<file path="config.mk">
export PLATFORM = sky130hd
export DESIGN_NAME = shared_sent_slot_sample_control
export DESIGN_NICKNAME = d
export VERILOG_FILES = /design/src/sent_slot_pkg.sv /design/src/shared_sent_slot_sample_control.sv
export SDC_FILE = /design/constraint.sdc
export NUM_CORES = 1
export LEC_CHECK = 0
export ABC_AREA = 1
export BUFFER_PORTS_ARGS = -buffer_cell sky130_fd_sc_hd__buf_2
export CORE_ASPECT_RATIO = 1.25
export CORE_MARGIN = 5
export CORE_UTILIZATION = 45
export CTS_BUF_LIST = sky130_fd_sc_hd__clkbuf_8
export DETAILED_ROUTE_END_ITERATION = 10
export GPL_TIMING_DRIVEN = 0
export PLACE_DENSITY = 0.67
export SYNTH_ARGS = -nofsm -noshare
export SYNTH_HDL_FRONTEND = slang
export SYNTH_SLANG_ARGS = --single-unit
</file>
<file path="constraint.sdc">
create_clock -name clk_i -period 3.3 [get_ports clk_i]
set_clock_uncertainty 0.05 [all_clocks]
set_input_delay 0.33 -clock clk_i [delete_from_list [all_inputs] [get_ports clk_i]]
set_output_delay 0.33 -clock clk_i [all_outputs]
set_load 0.05 [all_outputs]
</file>
<file path="src/sent_slot_pkg.sv">
// Package: register map, field layout, timing and carrier types of the shared SENT slot control
package sent_slot_pkg;

    // Register indices; byte address is four times the index
    localparam logic [9:0] IDX_CFG_ID = 10'h308;
    localparam logic [9:0] IDX_CFG_SAMPLE = 10'h319;
    localparam logic [9:0] IDX_CTRL = 10'h320;
    localparam logic [9:0] IDX_STATUS = 10'h321;

    // Field positions
    localparam int HIGHEST_ID_LSB = 16;
    localparam int SUPPRESS_BIT = 11;
    localparam int ADDRESSING_BIT = 8;
    localparam int IDLE_RESYNC_BIT = 23;
    localparam int SYNC_SLOT_MODE_BIT = 0;
    localparam int OWN_ID_LSB = 8;
    localparam int TICK_LSB = 16;

    // Reset values
    localparam logic [1:0] HIGHEST_ID_RESET = 2'h0;
    localparam logic SUPPRESS_RESET = 1'b0;
    localparam logic ADDRESSING_RESET = 1'b0;
    localparam logic IDLE_RESYNC_RESET = 1'b0;
    localparam logic SYNC_SLOT_MODE_RESET = 1'b0;
    localparam logic [1:0] OWN_ID_RESET = 2'h0;

    // Timing: tick time and clock period in ns, cycles per tick derived
    localparam int CLK_PERIOD_NS = 10;
    localparam int TICK_TIME_NS = 3000;
    localparam logic [15:0] TICK_CYCLES_RESET = 16'(TICK_TIME_NS / CLK_PERIOD_NS);
    localparam logic [9:0] IDLE_LIMIT_TICKS = 10'd510;

    // Classic Wishbone request from the master
    typedef struct packed {
        logic cyc;
        logic stb;
        logic we;
        logic [3:0] sel;
        logic [11:0] adr;
        logic [31:0] dat;
    } wb_req_t;

    // Answer back to the master
    typedef struct packed {
        logic ack;
        logic [31:0] dat;
    } wb_rsp_t;

    // Function-pulse event from the pulse decoder
    typedef struct packed {
        logic sample_req;
        logic [1:0] target_id;
        logic slot_advance;
    } pulse_evt_t;

endpackage : sent_slot_pkg

</file>
<file path="src/shared_sent_slot_sample_control.sv">
// Top module: sample-request and idle slot-resync control of a sensor on a shared SENT line
// Notes on behaviour
// The highest sensor id on the line comes from a two-bit field, codes 0..3 meaning one to four sensors.
// With sample suppression clear a sample request causes a sample and hold, with it set requests are ignored.
// With addressing clear every sample request is a broadcast that samples, unless suppressed.
// With addressing set only a request aimed at this sensor samples, unless suppressed. The code also drops a target above the highest id.
// With idle resync set the slot counter goes to zero once the line has been idle for more than 510 ticks.
// With idle resync clear an idle line has no effect at all.
// All sensors on one line should be given the same idle resync setting by the integrator.
// The idle-triggered slot reset only applies in the synchronized-slot SENT mode.
// Idle time is counted in ticks, restarted by any line edge, and the reset fires once per idle period.
//
// The implementer's own choices: register access over Wishbone and the placing of the registers.
`timescale 1ns/1ps
`default_nettype none

module shared_sent_slot_sample_control (
    // Clock and reset
    input wire logic clk_i,
    input wire logic rst_i,
    // Wishbone slave
    input wire sent_slot_pkg::wb_req_t wb_req_i,
    output sent_slot_pkg::wb_rsp_t wb_rsp_o,
    // SENT line level from the pin
    input wire logic sent_line_i,
    // Decoded function pulses, same clock
    input wire sent_slot_pkg::pulse_evt_t pulse_i,
    // Results
    output logic sample_hold_o,
    output logic slot_reset_o,
    output logic [1:0] slot_count_o,
    output logic [1:0] highest_sensor_id_o
);

    typedef struct packed {
        sent_slot_pkg::wb_rsp_t rsp;
        logic [1:0] highest_sensor_id;
        logic sample_suppress;
        logic sample_pulse_addressing;
        logic idle_slot_resync;
        logic synchronized_slot_sent_mode;
        logic [1:0] own_id;
        logic [15:0] tick_cycles;
        logic line_meta;
        logic line_sync;
        logic line_prev;
        logic [15:0] prescale;
        logic [9:0] idle_ticks;
        logic idle_fired;
        logic [1:0] slot_count;
        logic [7:0] sample_count;
        logic sample_hold;
        logic slot_reset;
    } state_t;

    state_t cur;
    state_t next_state;

    // Merge write data into a register under the byte enables
    function automatic logic [31:0] merge(input logic [31:0] old, input logic [31:0] wdat, input logic [3:0] sel);
        logic [31:0] res;
        res = old;
        for (int i = 0; i < 4; i++) begin
            if (sel[i]) begin
                res[i*8 +: 8] = wdat[i*8 +: 8];
            end
        end
        return res;
    endfunction

    logic [31:0] cfg_id_word;
    logic [31:0] cfg_sample_word;
    logic [31:0] ctrl_word;
    logic [31:0] status_word;

    // Register images as software sees them; reserved bits read zero
    // Keeping the images in one place means reads and merged writes agree bit for bit
    always_comb begin
        cfg_id_word = 32'h0;
        cfg_id_word[sent_slot_pkg::HIGHEST_ID_LSB +: 2] = cur.highest_sensor_id;
        cfg_sample_word = 32'h0;
        cfg_sample_word[sent_slot_pkg::SUPPRESS_BIT] = cur.sample_suppress;
        cfg_sample_word[sent_slot_pkg::ADDRESSING_BIT] = cur.sample_pulse_addressing;
        cfg_sample_word[sent_slot_pkg::IDLE_RESYNC_BIT] = cur.idle_slot_resync;
        ctrl_word = 32'h0;
        ctrl_word[sent_slot_pkg::SYNC_SLOT_MODE_BIT] = cur.synchronized_slot_sent_mode;
        ctrl_word[sent_slot_pkg::OWN_ID_LSB +: 2] = cur.own_id;
        ctrl_word[sent_slot_pkg::TICK_LSB +: 16] = cur.tick_cycles;
        status_word = {8'h0, cur.sample_count, 1'b0, cur.idle_fired, 1'b0, cur.line_sync, cur.slot_count, cur.idle_ticks};
    end

    logic bus_hit;
    logic tick;
    logic line_edge;
    logic addressed;
    logic do_sample;
    logic idle_expired;
    logic [9:0] index;
    logic [31:0] wr_word;

    // Next-state logic for the whole block
    always_comb begin
        next_state = cur;
        index = wb_req_i.adr[11:2];
        wr_word = 32'h0;
        bus_hit = wb_req_i.cyc && wb_req_i.stb && !cur.rsp.ack;

        // Bus slave: one-cycle ack, dropped in the following cycle
        // A held stb is taken again once ack drops, so masters must release right after ack
        next_state.rsp.ack = bus_hit;
        next_state.rsp.dat = 32'h0;
        if (bus_hit) begin
            unique case (index)
                sent_slot_pkg::IDX_CFG_ID: next_state.rsp.dat = cfg_id_word;
                sent_slot_pkg::IDX_CFG_SAMPLE: next_state.rsp.dat = cfg_sample_word;
                sent_slot_pkg::IDX_CTRL: next_state.rsp.dat = ctrl_word;
                sent_slot_pkg::IDX_STATUS: next_state.rsp.dat = status_word;
                default: next_state.rsp.dat = 32'h0; // Unmapped: acked, reads zero, writes dropped
            endcase
        end
        if (bus_hit && wb_req_i.we) begin
            unique case (index)
                sent_slot_pkg::IDX_CFG_ID: begin
                    wr_word = merge(cfg_id_word, wb_req_i.dat, wb_req_i.sel);
                    next_state.highest_sensor_id = wr_word[sent_slot_pkg::HIGHEST_ID_LSB +: 2];
                end
                sent_slot_pkg::IDX_CFG_SAMPLE: begin
                    wr_word = merge(cfg_sample_word, wb_req_i.dat, wb_req_i.sel);
                    next_state.sample_suppress = wr_word[sent_slot_pkg::SUPPRESS_BIT];
                    next_state.sample_pulse_addressing = wr_word[sent_slot_pkg::ADDRESSING_BIT];
                    next_state.idle_slot_resync = wr_word[sent_slot_pkg::IDLE_RESYNC_BIT];
                end
                sent_slot_pkg::IDX_CTRL: begin
                    wr_word = merge(ctrl_word, wb_req_i.dat, wb_req_i.sel);
                    next_state.synchronized_slot_sent_mode = wr_word[sent_slot_pkg::SYNC_SLOT_MODE_BIT];
                    next_state.own_id = wr_word[sent_slot_pkg::OWN_ID_LSB +: 2];
                    // A zero period would wrap the compare to the longest tick, so it is forced to one
                    next_state.tick_cycles = (wr_word[sent_slot_pkg::TICK_LSB +: 16] == 16'h0) ?
                        16'h1 : wr_word[sent_slot_pkg::TICK_LSB +: 16];
                end
                default: wr_word = 32'h0;
            endcase
        end

        // Pin synchroniser; only the second stage and its delayed copy are looked at
        next_state.line_meta = sent_line_i;
        next_state.line_sync = cur.line_meta;
        next_state.line_prev = cur.line_sync;
        line_edge = cur.line_sync != cur.line_prev;

        // Tick prescaler, realigned by line activity
        // Realigning on edges ties the tick phase to the line, as a receiver on the bus would
        tick = cur.prescale >= (cur.tick_cycles - 16'h1);
        if (line_edge || tick) begin
            next_state.prescale = 16'h0;
        end else begin
            next_state.prescale = cur.prescale + 16'h1;
        end

        // Idle tick counter, restarted by any edge and saturating past the limit
        // Saturation keeps a very long idle from wrapping back under the limit and firing again
        idle_expired = cur.idle_ticks > sent_slot_pkg::IDLE_LIMIT_TICKS;
        if (line_edge) begin
            next_state.idle_ticks = 10'h0;
            next_state.idle_fired = 1'b0;
        end else if (tick && !idle_expired) begin
            next_state.idle_ticks = cur.idle_ticks + 10'h1;
        end

        // Sample decision: suppression wins, then addressing filters
        // A target above the highest id cannot be this sensor, even with a misset own id
        addressed = (pulse_i.target_id == cur.own_id) && (pulse_i.target_id <= cur.highest_sensor_id);
        do_sample = pulse_i.sample_req && !cur.sample_suppress &&
            (!cur.sample_pulse_addressing || addressed);
        next_state.sample_hold = do_sample;
        if (do_sample) begin
            next_state.sample_count = cur.sample_count + 8'h1;
        end

        // Slot counter: advances per slot and wraps past the highest id on the line
        next_state.slot_reset = 1'b0;
        if (pulse_i.slot_advance) begin
            next_state.slot_count = (cur.slot_count >= cur.highest_sensor_id) ? 2'h0 : cur.slot_count + 2'h1;
        end
        // Idle resync fires once per idle period, only in synchronized-slot mode
        // An edge in the cycle of expiry still lets the resync through: the line was idle long enough
        if (idle_expired && !cur.idle_fired) begin
            if (!line_edge) begin
                next_state.idle_fired = 1'b1;
            end
            if (cur.idle_slot_resync && cur.synchronized_slot_sent_mode) begin
                next_state.slot_count = 2'h0;
                next_state.slot_reset = 1'b1;
            end
        end

        if (rst_i) begin
            next_state = '0;
            next_state.highest_sensor_id = sent_slot_pkg::HIGHEST_ID_RESET;
            next_state.sample_suppress = sent_slot_pkg::SUPPRESS_RESET;
            next_state.sample_pulse_addressing = sent_slot_pkg::ADDRESSING_RESET;
            next_state.idle_slot_resync = sent_slot_pkg::IDLE_RESYNC_RESET;
            next_state.synchronized_slot_sent_mode = sent_slot_pkg::SYNC_SLOT_MODE_RESET;
            next_state.own_id = sent_slot_pkg::OWN_ID_RESET;
            next_state.tick_cycles = sent_slot_pkg::TICK_CYCLES_RESET;
            // Synchroniser starts at the idle high level so a quiet line gives no false edge
            next_state.line_meta = 1'b1;
            next_state.line_sync = 1'b1;
            next_state.line_prev = 1'b1;
        end
    end

    // Single state register, synchronous reset folded into next_state
    always_ff @(posedge clk_i) begin
        cur <= next_state;
    end

    // Outputs straight from flip-flops
    assign wb_rsp_o = cur.rsp;
    assign sample_hold_o = cur.sample_hold;
    assign slot_reset_o = cur.slot_reset;
    assign slot_count_o = cur.slot_count;
    assign highest_sensor_id_o = cur.highest_sensor_id;

endmodule // shared_sent_slot_sample_control

`default_nettype wire

</file>
## Word level (Yosys, flattened, before mapping)

Cells that the tools add are included.

- Output and inout port bits: 39
- Bits of input ports: 58
- Latch bits: 0
- Bits in read-only memories: 0
- Word-level logic and storage cells: 78
- Bits in writable memories: 0
- Memories kept: 0
- Flip-flop bits (word level): 99

- Multiplexer cells: 15
- Shifts and indexed selects: 0
- $lt $le $gt $ge: 4
- $mul: 0
- Reductions and logical operators: 27
- $add $sub $neg: 5
- Divide/modulo/power cells: 0
- Equality and inequality tests: 6
- Bitwise gates (word level): 2

Operators with widths:

| operator | count |
|---|---|
| 32-bit case mux with 4 select lines | 1 |
| 8-bit two-way mux | 6 |
| 10-bit == test (second input constant) | 4 |
| 16-bit by 1-bit adder with 16-bit output (second input constant) | 1 |
| 16-bit >= comparator | 1 |
| 16-bit zero test | 1 |
| 16-bit two-way mux | 1 |
| 16-bit by 1-bit subtractor with 16-bit output (second input constant) | 1 |
| 3-bit AND reduction | 5 |
| 10-bit by 1-bit adder with 10-bit output (second input constant) | 1 |
| 10-bit by 9-bit > comparator with 1-bit output (second input constant) | 1 |
| 1-bit logical AND | 9 |
| 8-bit by 1-bit adder with 8-bit output (second input constant) | 1 |
| 2-bit OR reduction | 4 |
| 2-bit two-way mux | 3 |
| 1-bit zero test | 5 |
| 1-bit two-way mux | 3 |
| 3-bit two-way mux | 1 |
| 2-bit by 1-bit adder with 2-bit output (second input constant) | 1 |
| 2-bit == test | 1 |
| 2-bit >= comparator | 1 |
| 2-bit less-or-equal comparator | 1 |
| 1-bit logical OR | 2 |
| 1-bit NOT | 2 |
| 2 further kinds | 2 |

## Longest topological paths before layout

Gate-level depths: netlist (run 1).

- Depth after elaboration: 6
- Mapped depth: 21
- Depth with buffers taken out: 20

## Worst setup path before layout (run 1)

OpenSTA, ideal clock, no wires.

- Path type: reg2reg
- Start: register cur (netlist bit ctrl_word[16])
- End: register cur[21] in the netlist's numbering
- Stages on the path, launching flop included: 20
- Period minus slack after synthesis: 2.617 ns
- Buffers on the path: 1
- Library setup time: 0.113 ns
- Required time: 3.137 ns
- Data arrival time: 2.455 ns
- Slack: 0.683 ns
- Path through: dfxtp_1 inv_1 ha_1 nand3_1 nor3_1 inv_1 nor2_1 nand2_1 xor2_1 inv_1 ha_1 nand2_1 o21ai_0 a21oi_1 nand2_1 buf_4 nand2_1 nand2_1 nand2_1 nor2_1

- Longest elaborated chain between the ends: 3

Ends and longest elaborated chain:

| what | line | RTL |
|---|---|---|
| from (decl) | shared_sent_slot_sample_control.sv:56 | `state_t cur;` |
| from (signal assigned) | shared_sent_slot_sample_control.sv:215 | `cur <= next_state;` |
| 16-bit by 1-bit subtractor with 16-bit output | shared_sent_slot_sample_control.sv:153 | `tick = cur.prescale >= (cur.tick_cycles - 16'h1);` |
| 16-bit >= comparator | shared_sent_slot_sample_control.sv:153 |  |
| 1-bit logical AND | shared_sent_slot_sample_control.sv:166 | `end else if (tick && !idle_expired) begin` |

Every way passes these cells.
A chain may end at the register's enable or synchronous reset.

## Worst setup path after layout (run 1)

- Start: register cur (netlist bit ctrl_word[17])
- End: register cur[21] in the netlist's numbering

The elaborated chain is that of the path after synthesis.

==> results of run 1 <==
layer usage:
layer,vias up,GRT usage,wire (µm)
li1,2527,-,-
met1,2206,0.219,5510
met2,125,0.348,6480
met3,19,0.0373,693
met4,0,0.0805,331
met5,-,0,0
placed cells by master (no fill, tap or decap), drive strengths merged, types with 25 or more instances in the layout:
cell   count
buf      125
nand2    123
inv      110
dfxtp     97
nor2      96
o21ai     46
nand3     45
a21oi     40
nor3      40
ha        25
through the flow:
step / TNS (ns) / hold slack [ns] / cells / total power, mW / worst slack (ns)
2_1_floorplan: 0 / 0.339 / 741 / 1.29 / 0.683
3_3_place_gp: 0 / 0.342 / 957 / 1.35 / 0.215
3_5_place_dp: 0 / 0.350 / 957 / 1.35 / 0.0799
4_1_cts: 0 / 0.0726 / 973 / 2.12 / 0.0537
5_1_grt: -0.00866 / 0.0825 / 974 / 2.19 / -0.00792
6_report: 0 / 0.0882 / 974 / 2.10 / 0.309
logic make-up after synthesis:
logic type                 after synthesis  share of synthesized area
DFF                                     97                      0.368
AOI/OAI and AO/OA                       99                      0.101
buffers and inverters                  160                      0.144
xor gates and xnor gates                24                     0.0399
adders and majority gates               25                     0.0593
other                                    1                   0.000711
and+or+nand+nor                        334                      0.287
what timing repair did:
item                       in CTS  in global routing
setup endpoints to repair       0                 26
resized for setup               0                  9
buffers inserted                0                  1
critical path, delay by kind of cell, from the launching register on:
kind | cells | cell delay [ns]
and+or+nand+nor | 12 | 1.47
DFF | 1 | 0.31
buffers and inverters | 4 | 0.48
adders and majority gates | 2 | 0.51
xor gates and xnor gates | 1 | 0.14
sequential cells by signal, indices dropped and copies added, names as in the netlist:
signal,cells
cur,38
wb_rsp_o,31
highest_sensor_id_o,2
slot_count_o,2
cfg_sample_word,3
ctrl_word,19
sample_hold_o,1
slot_reset_o,1
power breakdown:
part,switching [mW],internal (mW),leakage [nW]
combinational,0.0939,0.0486,1.90
clock,0.427,0.351,0.102
sequential,0.00721,1.18,0.783
how the worst max path moves through the flow:
stage,cells past startpoint,slack [ns],end,start
after floorplan,19,0.68,cur[21],ctrl_word[16]
after global placement,16,0.21,cur[38],ctrl_word[16]
after detailed placement,16,0.08,cur[35],ctrl_word[16]
after CTS,16,0.05,cur[35],ctrl_word[16]
after global routing,18,-0.008,cur[21],ctrl_word[17]
final,19,0.31,cur[21],ctrl_word[17]
cell type report:
type / instances / area [µm²] / share of cell area
sequential: 97 / 1940 / 0.320
timing repair buffer: 79 / 398 / 0.0655
multi-input combinational: 484 / 2600 / 0.429
buffer: 52 / 358 / 0.0589
clock inverter: 7 / 71.3 / 0.0117
clock buffer: 9 / 124 / 0.0204
inverter: 108 / 405 / 0.0667
tap: 138 / 173 / 0.0284
==> flow_metrics.env, run 1 <==
export IMPL_die_x_um=107
export IMPL_drc=0
export IMPL_r2r_start="ctrl_word[17]"
export IMPL_synth_cells=740
export IMPL_leakage_nw=2.78
export IMPL_synth_area_um2=5270
export IMPL_async_flop_share=0
export IMPL_synth_distinct_cells=36
export IMPL_synthFlopType="dfxtp_1"
export IMPL_cts_htree_levels=3
export IMPL_coreArea_um2=11600
export IMPL_setup_viol=0
export IMPL_initial_core_util=0.456
export IMPL_grt_first_pass_wirelength_um=21600
export IMPL_num_antenna_cells=0
export IMPL_dr_first_iter_drc_count=216
export IMPL_nFillCells=1188
export IMPL_crit_top_cell="nand2_1"
export IMPL_hold_viol=0
export IMPL_end_kind="flip-flop"
export IMPL_synth_seq_cells=97
export IMPL_startpoint_type="flip-flop"
export IMPL_min_from="sent_line_i"
export IMPL_worstPathRequired_ns=3.58
export IMPL_min_to="cur[41]"
export IMPL_synth_top_area_frac=0.368
export IMPL_wire_per_inst_um=13.4
export IMPL_hold_class="in2reg"
export IMPL_hold_buffers=0
export IMPL_area_growth_pct=15.2
export IMPL_port_buffers=78
export IMPL_hpwl_um=10400
export IMPL_overflow=0
export IMPL_synth_most_common_cell="nand2_1"
export IMPL_grt_pass1_vias=4823
export IMPL_power_density_nw_per_um2=347
export IMPL_status="finished clean"
export IMPL_slowest_delay_ns=0.31
export IMPL_ys_warn_count=0
export IMPL_ctsRootBufferMaster="clkbuf_8"
export IMPL_crit_type="reg2reg"
export IMPL_gp_congestion=0.870
export IMPL_slew_viol_final=0
export IMPL_numCtsBuffers=9
export IMPL_tightestPinTransition_ns=0.784
export IMPL_path_cells="inv_1 > ha_1 > nand3_1 > nor3_2 > inv_1 > nor2_1 > nand2_1 > xor2_1 > inv_1 > ha_1 > nand4_1 > nor3_2 > nand2_1 > nand2_2 > buf_4 > nand2_1 > nand2_1 > nand2_1 > nor2_1"
export IMPL_path_clk_slew_ns=0.10
export IMPL_hold_depth=2
export IMPL_num_rows=44
export IMPL_fin_crit_sh=0.906
export IMPL_yosys_area_top_type="dfxtp_1"
export IMPL_fp_dieH_um=131
export IMPL_final_nets=914
export IMPL_clock_sinks=97
export IMPL_synth_edf_count=0
export IMPL_ant_nets=0
export IMPL_arrival_ns=3.27
export IMPL_cts_tree="built"
export IMPL_r2r_setup_slack_ns=0.31
export IMPL_vias=4877
export IMPL_grtUsageTotal=0.191
export IMPL_slew_headroom=0.473
export IMPL_max_clock_freq_mhz=334
export IMPL_irDropWorstVdd_v=0.000208
export IMPL_synth_common_cells="nand2_1 (123), inv_1 (105), dfxtp_1 (97)"
export IMPL_insertion_delay_ns=0.38
export IMPL_die_area_um2=14000
export IMPL_firstDrtPassIters=4
export IMPL_r2r_end="cur[21]"
export IMPL_place_area_um2=5840
export IMPL_min_period_ns=2.99
export IMPL_fin_util=0.525
export IMPL_drt_vias_per_instance=5.01
export IMPL_avgSynthCellArea_um2=7.13
export IMPL_crit_fanout=10
export IMPL_synth_area_leaders="dfxtp_1 (37%), nand2_1 (8.8%), inv_1 (7.5%)"
export IMPL_design_area_um2=6070
export IMPL_worst_path_max_delay_cell="dfxtp_1"
export IMPL_pin_count=97
export IMPL_drv_cap=0
export IMPL_drive_gt1_frac=0.193
export IMPL_seq_area_frac_synth=0.368
export IMPL_r2r_cells=19
export IMPL_antenna_found_initial=0
export IMPL_drt_total_wl_um=13000
export IMPL_clock_path_buffers=2
export IMPL_grt_max_degree=17
(Power assumes the default switching activity.)
==> run 2, diff against run 1 <==
- CTS_BUF_LIST: sky130_fd_sc_hd__clkbuf_8 -> unset
==> run 2 against run 1 <==
Combinational power about the same. Clock power up 35%. First-iteration DRC count down 10%. Worst hold slack better by 0.034 ns. Total power up 13%. Sequential cell count unchanged. Register-to-register slack about the same. Critical path type unchanged. Highest routed layer unchanged.
==> flow_metrics.env, run 2 (same netlist as run 1, synthesis figures left out) <==
export IMPL_drt_total_wl_um=13100
export IMPL_max_clock_freq_mhz=335
export IMPL_largest_register="cur"
export IMPL_dr_first_iter_drc_count=194
export IMPL_numCtsBuffers=9
export IMPL_clock_sinks=97
export IMPL_p_total_mw=2.38
export IMPL_pin_count=97
export IMPL_dp_slack_ns=0.0799
export IMPL_num_antenna_cells=0
export IMPL_worstPathRequired_ns=3.55
export IMPL_wl_met3_um=631
export IMPL_leakage_nw=2.82
export IMPL_startpoint_type="flip-flop"
export IMPL_initial_core_util=0.456
export IMPL_gp_congestion=0.870
export IMPL_tns_ns=0
export IMPL_met2WireLength_um=6560
export IMPL_vias=4890
export IMPL_slew_viol_final=0
export IMPL_arrival_ns=3.24
export IMPL_end_kind="flip-flop"
export IMPL_wire_per_inst_um=13.4
export IMPL_grt_max_degree=17
export IMPL_drc=0
export IMPL_place_area_um2=5840
export IMPL_die_x_um=107
export IMPL_die_area_um2=14000
export IMPL_wl_met1_um=5580
export IMPL_drt_vias_per_instance=5.02
export IMPL_crit_type="reg2reg"
export IMPL_num_rows=44
export IMPL_tightestPinTransition_ns=0.776
export IMPL_path_clk_slew_ns=0.07
export IMPL_antenna_found_initial=0
export IMPL_port_buffers=78
export IMPL_place_inst=957
export IMPL_power_density_nw_per_um2=385
export IMPL_hpwl_um=10400
export IMPL_status="finished clean"
export IMPL_cts_tree="built"
export IMPL_fin_ws_ns=0.311
export IMPL_instances_no_fill=974
export IMPL_overflow=0
export IMPL_r2r_setup_slack_ns=0.31
export IMPL_grtUsageTotal=0.192
export IMPL_drv_cap=0
export IMPL_grt_pass1_vias=4827
export IMPL_hold_viol=0
export IMPL_final_nets=914
export IMPL_top_layer="met4"
export IMPL_firstDrtPassIters=5
export IMPL_area_growth_pct=17.1
export IMPL_grt_first_pass_wirelength_um=21600
export IMPL_crit_fanout=10
export IMPL_drive_gt1_frac=0.193
export IMPL_min_period_ns=2.99
export IMPL_hold_class="in2reg"
export IMPL_slew_headroom=0.478
export IMPL_fp_dieH_um=131
export IMPL_irDropWorstVdd_v=0.000232
export IMPL_setup_viol=0
export IMPL_cts_htree_levels=3
export IMPL_final_common_cell="nand2_1"
export IMPL_ctsRootBufferMaster="clkbuf_16"
export IMPL_insertion_delay_ns=0.35
export IMPL_hold_buffers=0
export IMPL_fin_crit_sh=0.906
export IMPL_clock_path_buffers=2
export IMPL_design_area_um2=6170
export IMPL_final_cell_mix="nand2_1 (122), inv_1 (104), dfxtp_1 (97), nor2_1 (92), buf_2 (82)"
export IMPL_largest_reg_flops=38
export IMPL_ant_nets=0
export IMPL_coreArea_um2=11600
## run 2: cell count changes in the layout (fill, tap and decap cells not counted)
cell	delta
clkbuf_1	+2
clkbuf_16	+9
clkbuf_8	-9
inv_1	-2
## run 2: worst max-delay path: stages, from the launching register on
cell and delay [ns]:
dfxtp_1 0.30, inv_1 0.15, ha_1 0.22, nand3_1 0.14, nor3_2 0.25, inv_1 0.09, nor2_1 0.17, nand2_1 0.09
xor2_1 0.14, inv_1 0.06, ha_1 0.29, nand4_1 0.12, nor3_2 0.16, nand2_1 0.14, nand2_2 0.14, buf_4 0.18
nand2_1 0.07, nand2_1 0.06, nand2_1 0.04, nor2_1 0.08
## run 2: stage by stage
stage | utilization | hold WS, ns
final | 0.534 | 0.122
after global routing | 0.534 | 0.126
after CTS | 0.531 | 0.112
after detailed placement | 0.505 | 0.350
after global placement | 0.505 | 0.342
after floorplan | - | 0.339
## run 2: area by class of cell
type / instances / area [µm²]
clock buffer: 11 / 233
tap: 138 / 173
timing repair buffer: 79 / 398
buffer: 52 / 358
multi-input combinational: 484 / 2600
fill: 1174 / 5390
clock inverter: 5 / 63.8
sequential: 97 / 1940
inverter: 108 / 405
## run 2: final timing paths
check,start,to,cells after the start
worst max-delay path,ctrl_word[17],cur[21],19
worst min-delay path,sent_line_i,cur[41],2
worst max register to register,ctrl_word[17],cur[21],19
worst min register to register,cur[41],cur[40],1
## run 2: where the power goes
part           switching, mW  leakage [nW]  total, mW  internal, mW
registers            0.00724         0.783       1.19          1.18
clock network          0.458         0.140       1.05         0.594
logic                 0.0945          1.90      0.143        0.0486
## run 2: repair_timing
action | 4_1_cts | 5_1_grt
endpoints found under the setup margin | 0 | 26
buffers inserted | 0 | 1
gates resized for setup | 0 | 9
## run 2: layer usage
| metal | GRT usage | vias up |
|---|---|---|
| met2 | 0.354 | 132 |
| met3 | 0.0329 | 17 |
| met4 | 0.0828 | 0 |
| met5 | 0 | - |
| met1 | 0.219 | 2215 |
| li1 | - | 2526 |
==> run 3, diff against run 2 <==
- CELL_PAD_IN_SITES_DETAIL_PLACEMENT: unset -> 0
- CELL_PAD_IN_SITES_GLOBAL_PLACEMENT: unset -> 2
- CORE_UTILIZATION: 45 -> 31
- PLACE_DENSITY: 0.67 -> unset
- PLACE_DENSITY_LB_ADDON: unset -> 0.1
==> run 3 against run 2 <==
Count of clock-buffer cells in the layout is 1 lower. Worst hold slack worse by 0.0019 ns. Clock power barely moved. Total power up 0.93%. Register-to-register slack better by 0.097 ns. Critical endpoint is now cur[26]. Critical path type unchanged. Die area increased by 41%.
==> flow_metrics.env, run 3 (same netlist as run 1, synthesis figures left out) <==
export IMPL_slew_viol_final=0
export IMPL_drt_total_wl_um=15000
export IMPL_dr_first_iter_drc_count=174
export IMPL_place_area_um2=5940
export IMPL_cts_htree_levels=3
export IMPL_path_cells="inv_2 > ha_2 > nand3_1 > nor3_2 > inv_1 > nor3_2 > xor2_1 > inv_1 > ha_1 > nand2_1 > o21ai_0 > a21oi_2 > nand3_2 > buf_2 > a21oi_1"
export IMPL_min_from="sent_line_i"
export IMPL_fp_dieH_um=156
export IMPL_end_kind="flip-flop"
export IMPL_num_antenna_cells=0
export IMPL_grtUsageTotal=0.156
export IMPL_grt_max_degree=17
export IMPL_final_common_cell="nand2_1"
export IMPL_num_rows=53
export IMPL_final_cell_mix="nand2_1 (122), inv_1 (103), dfxtp_1 (97), nor2_1 (90), buf_2 (83)"
export IMPL_p_total_mw=2.40
export IMPL_clock_sinks=97
export IMPL_place_inst=1039
export IMPL_hpwl_um=11900
export IMPL_fin_crit_sh=0.877
export IMPL_die_area_um2=19700
export IMPL_setup_viol=0
export IMPL_numCtsBuffers=9
export IMPL_hold_class="in2reg"
export IMPL_slew_headroom=0.528
export IMPL_arrival_ns=3.13
export IMPL_largest_reg_flops=38
export IMPL_final_nets=916
export IMPL_drv_cap=0
export IMPL_worst_path_max_delay_cell="dfxtp_1"
export IMPL_instances_no_fill=1058
export IMPL_r2r_end="cur[26]"
export IMPL_gp_congestion=0.849
export IMPL_tns_ns=0
export IMPL_slowest_delay_ns=0.34
export IMPL_coreArea_um2=16800
export IMPL_crit_fanout=10
export IMPL_grt_pass1_vias=4973
export IMPL_fin_util=0.375
export IMPL_die_x_um=127
export IMPL_hold_depth=2
export IMPL_firstDrtPassIters=4
export IMPL_r2r_setup_slack_ns=0.41
export IMPL_startpoint="ctrl_word[16]"
export IMPL_drc=0
export IMPL_min_period_ns=2.89
export IMPL_ant_nets=0
export IMPL_vias=4825
export IMPL_startpoint_type="flip-flop"
export IMPL_r2r_start="ctrl_word[16]"
export IMPL_crit_type="reg2reg"
export IMPL_clock_path_buffers=2
export IMPL_min_to="cur[41]"
export IMPL_power_density_nw_per_um2=382
export IMPL_hold_buffers=0
export IMPL_cpLargestDelayFamily="simple AND/OR/NAND/NOR gates"
export IMPL_drt_vias_per_instance=4.56
export IMPL_pin_count=97
export IMPL_path_clk_slew_ns=0.07
export IMPL_irDropWorstVdd_v=0.000279
export IMPL_tightestPinTransition_ns=0.701
export IMPL_insertion_delay_ns=0.35
export IMPL_ctsRootBufferMaster="clkbuf_16"
export IMPL_area_growth_pct=19.4
export IMPL_r2r_cells=15
export IMPL_leakage_nw=2.82
export IMPL_port_buffers=78
export IMPL_hold_viol=0
export IMPL_worstPathRequired_ns=3.53
export IMPL_wire_per_inst_um=14.2
export IMPL_antenna_found_initial=0
export IMPL_cts_tree="built"
export IMPL_largest_register="cur"
export IMPL_grt_first_pass_wirelength_um=24500
export IMPL_initial_core_util=0.314
export IMPL_drive_gt1_frac=0.200
export IMPL_crit_buf_inv=4
export IMPL_max_clock_freq_mhz=346
export IMPL_overflow=0
export IMPL_design_area_um2=6300
export IMPL_status="finished clean"
run 3: worst max-delay path by stage:
| stage | to | slack [ns] | depth (start not counted) |
|---|---|---|---|
| detailed placement | cur[27] | 0.09 | 15 |
| floorplan | cur[21] | 0.68 | 19 |
| global route | cur[21] | -0.02 | 19 |
| finish | cur[26] | 0.41 | 15 |
| CTS | cur[27] | 0.06 | 15 |
| global placement | cur[35] | 0.10 | 15 |
run 3: what timing repair did:
item	in CTS	in global routing
buffers inserted	0	3
gates resized for setup	0	11
endpoints found under the setup margin	0	26
run 3: area by class of cell:
type,count,area (µm²)
flip-flops and latches,97,1940
plain buffers,52,355
well taps,220,275
fillers,1858,10500
clock buffers,10,229
multi-input cells,484,2610
repair buffers,81,413
clock inverters,6,68.8
inverters,108,405
run 3: worst reg2reg max path, delay by kind of cell (launching register included):
kind | cells | cell delay, ns
compound gates | 3 | 0.45
xor+xnor | 1 | 0.17
fa+ha+maj | 2 | 0.47
buf+inv | 4 | 0.54
flops | 1 | 0.34
simple gates | 5 | 0.81
run 3: routing by layer:
layer	global-route usage	wire length (µm)
met4	0.0404	201
met1	0.185	6620
met2	0.286	7850
met5	0	0
met3	0.0318	370
run 3: metrics by stage:
step | worst slack [ns] | hold slack [ns]
detailed placement | 0.0854 | 0.344
global placement | 0.101 | 0.343
CTS | 0.0614 | 0.110
floorplan | 0.683 | 0.339
finish | 0.407 | 0.120
global route | -0.0165 | 0.111
run 3: power breakdown:
part	internal [mW]	switching [mW]	leakage [nW]	total, mW
clock network	0.591	0.482	0.143	1.07
registers	1.18	0.00779	0.783	1.19
logic	0.0474	0.0962	1.90	0.144
total	1.82	0.586	2.82	2.40
